<file path="config.mk">
export PLATFORM = sky130hd
export DESIGN_NAME = bsw_switch_ctrl
export DESIGN_NICKNAME = d
export VERILOG_FILES = /design/src/core/bsw_pkg.sv /design/src/core/bsw_line_if.sv /design/src/core/bsw_pin_filter.sv /design/src/core/bsw_cond_detect.sv /design/src/core/bsw_switch_ctrl.sv
export SDC_FILE = /design/constraint.sdc
export NUM_CORES = 1
export LEC_CHECK = 0
export BUFFER_PORTS_ARGS = -buffer_cell sky130_fd_sc_hd__buf_2
export CAP_MARGIN = 20
export CORE_UTILIZATION = 40
export DETAILED_ROUTE_END_ITERATION = 10
export HOLD_SLACK_MARGIN = 0.02
export PLACE_DENSITY = 0.6
export SETUP_SLACK_MARGIN = 0.4
export SYNTH_ARGS = -nofsm -noshare
export SYNTH_HDL_FRONTEND = slang
export SYNTH_HIERARCHICAL = 1
export SYNTH_SLANG_ARGS = --single-unit
</file>
<file path="constraint.sdc">
create_clock -name ref_clk_i -period 1.9 [get_ports ref_clk_i]
set_input_delay 0.095 -clock ref_clk_i [delete_from_list [all_inputs] [get_ports ref_clk_i]]
set_output_delay 0.095 -clock ref_clk_i [all_outputs]
set_load 0.005 [all_outputs]
</file>
<file path="src/core/bsw_pkg.sv">
// Constants, types and helpers shared by the channel switch control block.
// Assumes a 100 MHz reference clock that samples the serial bus pins.
//
// Functional notes
// - External reset low clears channel register, protocol state, deselects all channels.
// - Power-on reset holds everything in reset, then defaults are loaded.
// - Data falling while clock high is a start; begins a transaction.
// - Address byte arrives most significant bit first, direction bit included.
// - Matching address is acknowledged by holding data low through ack clock high.
// - Data stable while clock high; a change there is start or stop.
// - Data rising while clock high is a stop; device detects it.
// - Each byte is followed by one ack bit; transmitter releases data line.
// - Device acks every written byte; master acks every read byte except the last.
// - Master not acking a read byte ends the read; device releases data.
// - Last address bit gives direction: 1 read, 0 write.
// - Own address is fixed upper bits plus three strap bits, 70h to 77h.
// - Byte after an acked write address is stored as channel select.
// - Channel select is writable and readable; reads return the stored byte.
// - Bit n enables downstream channel n; any combination allowed.
// - New channel selection takes effect only at a stop condition.
// - With several written bytes, only the last one is kept.
// - After power-up or reset the channel select reads all zeros.
package bsw_pkg;

    // Timing
    localparam int unsigned CLK_PERIOD_NS            = 10;
    localparam int unsigned MIN_RESET_PULSE_WIDTH_NS = 6;
    localparam int unsigned RESET_PULSE_CYC          =
        ((MIN_RESET_PULSE_WIDTH_NS + CLK_PERIOD_NS - 1) / CLK_PERIOD_NS < 1) ? 1 :
        (MIN_RESET_PULSE_WIDTH_NS + CLK_PERIOD_NS - 1) / CLK_PERIOD_NS;

    // Addressing and register layout
    localparam logic [3:0] ADDR_FIXED_HI     = 4'he;
    localparam logic       DIR_READ          = 1'b1;
    localparam logic [7:0] CHAN_SELECT_RESET = 8'h00;
    localparam logic [3:0] BIT_CNT_FULL      = 4'h8;

    // Pin filter reset value {strap[2:0], ext_rst_n, sda, scl}
    localparam logic [5:0] PIN_IDLE = 6'h07;

    typedef enum logic [2:0] {
        BSW_IDLE     = 3'b000,
        BSW_ADDR     = 3'b001,
        BSW_ADDR_ACK = 3'b011,
        BSW_WR_BYTE  = 3'b010,
        BSW_WR_ACK   = 3'b110,
        BSW_RD_BYTE  = 3'b111,
        BSW_RD_ACK   = 3'b101,
        BSW_IGNORE   = 3'b100
    } bsw_state_t;

    function automatic logic bsw_addr_match(input logic [6:0] addr, input logic [2:0] strap);
        return addr == {ADDR_FIXED_HI, strap};
    endfunction : bsw_addr_match

endpackage : bsw_pkg

</file>
<file path="src/core/bsw_line_if.sv">
// Filtered bus levels and detected bus events between the block's modules.
// Assumes all signals live in the reference clock domain.
`timescale 1ns/1ns
interface bsw_line_if;
    logic       scl;
    logic       sda;
    logic       ext_rst_n;
    logic [2:0] strap;
    logic       scl_rise;
    logic       scl_fall;
    logic       start_det;
    logic       stop_det;

    modport filt (output scl, sda, ext_rst_n, strap);
    modport det  (input scl, sda, output scl_rise, scl_fall, start_det, stop_det);
    modport core (input scl, sda, ext_rst_n, strap, scl_rise, scl_fall, start_det, stop_det);
endinterface : bsw_line_if

</file>
<file path="src/core/bsw_pin_filter.sv">
// Two-flop synchronisers and single-sample glitch filter for the input pins.
// Assumes pins are asynchronous to ref_clk_i.
`timescale 1ns/1ns
module bsw_pin_filter (
    // Clock and reset
    input  wire logic       ref_clk_i,
    input  wire logic       rst_n_i,
    // Raw pins {strap[2:0], ext_rst_n, sda, scl}
    input  wire logic [5:0] pins_i,
    // Filtered levels
    bsw_line_if.filt        ln
);
    typedef struct packed {
        logic [5:0] s1;
        logic [5:0] s2;
        logic [5:0] s3;
        logic [5:0] flt;
    } bsw_filt_t;

    bsw_filt_t q;
    bsw_filt_t d;

    always_comb begin
        d     = q;
        d.s1  = pins_i;
        d.s2  = q.s1;
        d.s3  = q.s2;
        d.flt = (q.flt & (q.s2 ^ q.s3)) | (q.s2 & ~(q.s2 ^ q.s3));
    end

    always_ff @(posedge ref_clk_i or negedge rst_n_i) begin
        if (!rst_n_i) begin
            q <= '{s1: bsw_pkg::PIN_IDLE, s2: bsw_pkg::PIN_IDLE, s3: bsw_pkg::PIN_IDLE, flt: bsw_pkg::PIN_IDLE};
        end else begin
            q <= d;
        end
    end

    assign ln.scl       = q.flt[0];
    assign ln.sda       = q.flt[1];
    assign ln.ext_rst_n = q.flt[2];
    assign ln.strap     = q.flt[5:3];
endmodule : bsw_pin_filter

</file>
<file path="src/core/bsw_cond_detect.sv">
// Bus clock edge and start/stop condition detector on filtered levels.
// Assumes filtered, glitch-free scl and sda in the reference domain.
`timescale 1ns/1ns
module bsw_cond_detect (
    // Clock and reset
    input  wire logic ref_clk_i,
    input  wire logic rst_n_i,
    // Levels in, events out
    bsw_line_if.det   ln
);
    typedef struct packed {
        logic scl_p;
        logic sda_p;
        logic rise;
        logic fall;
        logic start;
        logic stop;
    } bsw_det_t;

    bsw_det_t q;
    bsw_det_t d;

    always_comb begin
        d       = q;
        d.scl_p = ln.scl;
        d.sda_p = ln.sda;
        d.rise  = ln.scl & ~q.scl_p;
        d.fall  = ~ln.scl & q.scl_p;
        d.start = ln.scl & q.scl_p & q.sda_p & ~ln.sda;
        d.stop  = ln.scl & q.scl_p & ~q.sda_p & ln.sda;
    end

    always_ff @(posedge ref_clk_i or negedge rst_n_i) begin
        if (!rst_n_i) begin
            q <= '{scl_p: 1'b1, sda_p: 1'b1, rise: 1'b0, fall: 1'b0, start: 1'b0, stop: 1'b0};
        end else begin
            q <= d;
        end
    end

    assign ln.scl_rise  = q.rise;
    assign ln.scl_fall  = q.fall;
    assign ln.start_det = q.start;
    assign ln.stop_det  = q.stop;
endmodule : bsw_cond_detect

</file>
<file path="src/core/bsw_switch_ctrl.sv">
// Serial-bus target controlling eight downstream channel enables.
// Assumes an open-drain data pin resolved outside; channel enables drive pass gates.
`timescale 1ns/1ns
module bsw_switch_ctrl (
    // Clock and power-on reset
    input  wire logic       ref_clk_i,
    input  wire logic       rst_n_i,
    // External reset pin
    input  wire logic       ext_reset_n_i,
    // Serial bus
    input  wire logic       bus_clk_i,
    input  wire logic       bus_data_i,
    output logic            bus_data_o,
    output logic            bus_data_oe_o,
    // Address straps
    input  wire logic       addr_strap_bit0_i,
    input  wire logic       addr_strap_bit1_i,
    input  wire logic       addr_strap_bit2_i,
    // Downstream channel enables
    output logic [7:0]      chan_enable_o
);
    typedef struct packed {
        bsw_pkg::bsw_state_t st;
        logic [3:0]          cnt;
        logic [7:0]          sh;
        logic [7:0]          tx;
        logic                rw;
        logic                nack;
        logic [7:0]          chan_sel;
        logic [7:0]          chan_en;
        logic                oe;
        logic                dout;
    } bsw_core_t;

    localparam bsw_core_t CORE_RESET = '{
        st:       bsw_pkg::BSW_IDLE,
        cnt:      4'h0,
        sh:       8'h00,
        tx:       8'h00,
        rw:       1'b0,
        nack:     1'b0,
        chan_sel: bsw_pkg::CHAN_SELECT_RESET,
        chan_en:  bsw_pkg::CHAN_SELECT_RESET,
        oe:       1'b0,
        dout:     1'b0
    };

    bsw_core_t q;
    bsw_core_t d;
    logic      addr_hit;

    bsw_line_if ln ();

    // Pin synchronisers and glitch filter
    bsw_pin_filter u_filter (
        .ref_clk_i (ref_clk_i),
        .rst_n_i   (rst_n_i),
        .pins_i    ({addr_strap_bit2_i, addr_strap_bit1_i, addr_strap_bit0_i,
                     ext_reset_n_i, bus_data_i, bus_clk_i}),
        .ln        (ln.filt)
    );

    // Edge and condition detector
    bsw_cond_detect u_detect (
        .ref_clk_i (ref_clk_i),
        .rst_n_i   (rst_n_i),
        .ln        (ln.det)
    );

    assign addr_hit = bsw_pkg::bsw_addr_match(q.sh[7:1], ln.strap);

    always_comb begin
        d = q;
        unique case (q.st)
            bsw_pkg::BSW_IDLE, bsw_pkg::BSW_IGNORE: begin
                d.oe = 1'b0;
            end
            bsw_pkg::BSW_ADDR: begin
                if (ln.scl_rise) begin
                    d.sh  = {q.sh[6:0], ln.sda};
                    d.cnt = q.cnt + 4'h1;
                end else if (ln.scl_fall && q.cnt == bsw_pkg::BIT_CNT_FULL) begin
                    d.cnt = 4'h0;
                    d.rw  = q.sh[0];
                    if (addr_hit) begin
                        d.oe = 1'b1;
                        d.st = bsw_pkg::BSW_ADDR_ACK;
                    end else begin
                        d.oe = 1'b0;
                        d.st = bsw_pkg::BSW_IGNORE;
                    end
                end
            end
            bsw_pkg::BSW_ADDR_ACK: begin
                if (ln.scl_fall) begin
                    d.cnt = 4'h0;
                    if (q.rw == bsw_pkg::DIR_READ) begin
                        d.tx = q.chan_sel;
                        d.oe = ~q.chan_sel[7];
                        d.st = bsw_pkg::BSW_RD_BYTE;
                    end else begin
                        d.oe = 1'b0;
                        d.st = bsw_pkg::BSW_WR_BYTE;
                    end
                end
            end
            bsw_pkg::BSW_WR_BYTE: begin
                if (ln.scl_rise) begin
                    d.sh  = {q.sh[6:0], ln.sda};
                    d.cnt = q.cnt + 4'h1;
                end else if (ln.scl_fall && q.cnt == bsw_pkg::BIT_CNT_FULL) begin
                    d.chan_sel = q.sh;
                    d.cnt      = 4'h0;
                    d.oe       = 1'b1;
                    d.st       = bsw_pkg::BSW_WR_ACK;
                end
            end
            bsw_pkg::BSW_WR_ACK: begin
                if (ln.scl_fall) begin
                    d.oe = 1'b0;
                    d.st = bsw_pkg::BSW_WR_BYTE;
                end
            end
            bsw_pkg::BSW_RD_BYTE: begin
                if (ln.scl_rise) begin
                    d.cnt = q.cnt + 4'h1;
                end else if (ln.scl_fall) begin
                    if (q.cnt == bsw_pkg::BIT_CNT_FULL) begin
                        d.cnt  = 4'h0;
                        d.oe   = 1'b0;
                        d.nack = 1'b0;
                        d.st   = bsw_pkg::BSW_RD_ACK;
                    end else begin
                        d.tx = {q.tx[6:0], 1'b0};
                        d.oe = ~q.tx[6];
                    end
                end
            end
            bsw_pkg::BSW_RD_ACK: begin
                if (ln.scl_rise) begin
                    d.nack = ln.sda;
                end else if (ln.scl_fall) begin
                    if (q.nack) begin
                        d.oe = 1'b0;
                        d.st = bsw_pkg::BSW_IGNORE;
                    end else begin
                        d.tx = q.chan_sel;
                        d.oe = ~q.chan_sel[7];
                        d.st = bsw_pkg::BSW_RD_BYTE;
                    end
                end
            end
        endcase
        if (ln.start_det) begin
            d.st  = bsw_pkg::BSW_ADDR;
            d.cnt = 4'h0;
            d.oe  = 1'b0;
        end
        if (ln.stop_det) begin
            d.st      = bsw_pkg::BSW_IDLE;
            d.oe      = 1'b0;
            d.chan_en = q.chan_sel;
        end
        if (!ln.ext_rst_n) begin
            d = CORE_RESET;
        end
    end

    always_ff @(posedge ref_clk_i or negedge rst_n_i) begin
        if (!rst_n_i) begin
            q <= CORE_RESET;
        end else begin
            q <= d;
        end
    end

    assign bus_data_o    = q.dout;
    assign bus_data_oe_o = q.oe;
    assign chan_enable_o = q.chan_en;
endmodule : bsw_switch_ctrl

</file>
==> summary.txt <==
Outcome = complete, no violations
Worst setup margin = 0.128 ns
Vias = 2339
Pre-CTS setup slack = 0.00571 ns
Pre-antenna DRT Iters = 4
Antenna viol nets, final = 0
Core area = 0.00818 sq mm
Area fraction of the dominant cell type after synthesis = 0.425
Gr usage total = 0.170
Crit path kind = register to register
EDFF count, synth = 0
Clock Latency Late Sink = 0.35 ns
GP Congestion = 0.857
CTS tree = done
CTS Buf Count = 9
Clock sink count = 71
Area Growth Syn to Fin = 23.0%
Final #Nets = 355
Sequential Area = 0.00180 sq mm
Clk_skew = 0.00739 ns
Power Density = 747 mW/mm^2
Std-Cell Rows = 33
Final Hold Violating Endpoints = 0
Register-to-register setup slack = 0.13 ns
CTS clk-pin slew, worst paths = 0.08 ns
Syn Nets = 315
Initial antenna violation count = 0
FILL cells = 760
Max-cap violations = 0
Synth top cells by count = dfrtp_1 (57), nor2_1 (40), mux2i_1 (23)
Synth top area cells = dfrtp_1 (42%), dfstp_2 (11%), mux2i_1 (6.9%)
DRT iter0 DRCs = 147
Via-to-Cell Ratio = 5.14
Ant diodes = 0
Die width = 93.6 um
Final instance area = 0.00413 sq mm
First-pass GRT wire length = 11200 um
Num ports = 18
Synth Register Bits = 71
Total die area = 0.00877 sq mm
DRT Wirelength = 6850 um
DRC viols = 0
WL/cell = 15.1 um
Largest net degree at the start of global routing = 72
H-tree depth reported by CTS = 3
Hold_ws = 0.276 ns
DP Area = 0.00362 sq mm
Synth Warn # = 6
Worst-path maximum fanout = 7
Hold crit path type = primary input to async pin
Synth async-reset ratio = 1.00
CTS Root Cell = clkbuf_8
Die Y = 93.6 um
Min Tclk post-route = 1.77 ns
Slew Limit Fails = 0
Synth Cell Area = 0.00336 sq mm
CP Data Arrival Time = 2.00 ns
Crit start category = register
Final Setup Violations = 0
Post-DP HPWL = 4340 um
RSZ-0062 raised after global routing = yes
Nature of the critical path endpoint = register
Pleak = 0.00186 uW
Part of the cycle the worst path needs = 0.932
Port bufs = 16
Count leader, synth = dfrtp_1
Syn avg cell area = 11.0 sq um
Critical Path RT = 2.13 ns
Fmax = 564 MHz
Footprint of the multi-input gates = 0.00148 sq mm
Vias in the first global route = 2225
Register area share after synthesis = 0.534
Synth unique cells = 65
Starting Density = 0.411
Total gr overflow = 0
Post-Syn Instances = 305
Clock Tree Buf Depth = 2
Synth area leader = dfrtp_1
Ys flop type = dfrtp_1
Fraction of layout cells with a size suffix above 1 = 0.374
VDD IR max = 0.495 mV
[path summary, 6_finish.rpt]
| path | endpoint | from | depth (start not counted) |
|---|---|---|---|
| setup / recovery | q[39]$_DFFE_PN0P_ | q[40]$_DFFE_PN0P_ | 5 |
| hold / removal | bus_data_oe_o$_DFFE_PN0P_ | rst_n_i | 3 |
| setup reg to reg | q[39]$_DFFE_PN0P_ | q[40]$_DFFE_PN0P_ | 5 |
| hold reg to reg | u_filter/d[11]$_DFF_PN0_ | u_filter/d[17]$_DFF_PN0_ | 0 |
| max in group asynchronous | async pin | rst_n_i | 3 |
| min in group ref_clk_i | u_filter/d[11]$_DFF_PN0_ | u_filter/d[17]$_DFF_PN0_ | 0 |
[metal layers]
metal,global-route usage,vias up,part of all wire
met5,0,-,0
met4,0.0718,0,0.021
met2,0.251,51,0.45
li1,-,1124,-
met3,0.0545,15,0.046
met1,0.229,1149,0.48
[final cells by class]
type / instances / share of cell area
Sequential cell: 71 / 0.435
Multi-Input combinational cell: 192 / 0.359
Timing Repair Buffer: 55 / 0.111
Clock buffer: 12 / 0.0351
Tap cell: 105 / 0.0318
Inverter: 16 / 0.0151
Clock inverter: 4 / 0.0130
[repair_timing]
action | 4_1_cts | 5_1_grt
pin swaps | 16 | 9
cloned | 0 | 1
hold buffers | 7 | 0
endpoints found under the hold margin | 63 | 0
setup buffers | 7 | 5
setup endpoints to repair | 32 | 33
resized for setup | 28 | 11
[logic make-up after synthesis]
| logic type | count (synthesis) | synth area share |
|---|---|---|
| buffers and inverters | 42 | 0.0656 |
| AND/OR/NAND/NOR | 93 | 0.149 |
| flip-flops | 71 | 0.534 |
| XOR/XNOR | 6 | 0.0156 |
| AO/OA/AOI/OAI | 55 | 0.118 |
| other | 1 | 0.00112 |
| adder cells (fa/ha/maj) | 8 | 0.0276 |
| multiplexers | 29 | 0.0887 |
[flip-flops by register name (all words and copies together), names as in the netlist, named ones only]
register	cells
u_detect/ln.stop_det	1
u_detect/q	2
u_detect/ln.scl_fall	1
bus_data_oe_o	1
chan_enable_o	8
u_detect/ln.scl_rise	1
u_filter/d	12
u_detect/ln.start_det	1
q	32
u_filter/q	6
[layout by cell type, fill, tap and decap left out, drive strengths merged, types with 5 or more instances in the layout]
cell | netlist | routed
dfrtp | 57 | 57
buf | 22 | 48
nor2 | 40 | 40
mux2i | 23 | 23
inv | 16 | 17
dfstp | 14 | 14
nand2 | 14 | 14
clkbuf | 4 | 12
o21ai | 11 | 11
a21oi | 10 | 10
dlygate4sd3 | 0 | 7
a31o | 7 | 7
xnor2 | 6 | 6
mux2 | 6 | 6
maj3 | 6 | 6
nor2b | 5 | 5
nand2b | 5 | 5
[metrics by stage]
stage          cells   util  power, uW  TNS (ns)
6_report         455  0.505       3090         0
5_1_grt          455  0.505       3230         0
4_1_cts          449  0.494       3120         0
3_5_place_dp     419  0.442       1870         0
3_3_place_gp     419  0.442       1870   -0.0160
2_1_floorplan    305      -       1780         0
[report_power, final]
part | leakage, uW | internal (uW) | total, uW | switching (uW)
Clock | 0.0000932 | 648 | 1220 | 575
Sequential | 0.000908 | 1580 | 1620 | 39.9
Combinational | 0.000863 | 99.7 | 243 | 143
Total | 0.00186 | 2330 | 3090 | 758
[critical path: stages, from the launching register on]
cell	delay (ns)
dfrtp_2	0.47
or3b_4	0.40
a21boi_1	0.13
o21a_1	0.23
and3_1	0.15
a211o_1	0.27
(Power assumes the default switching activity.)
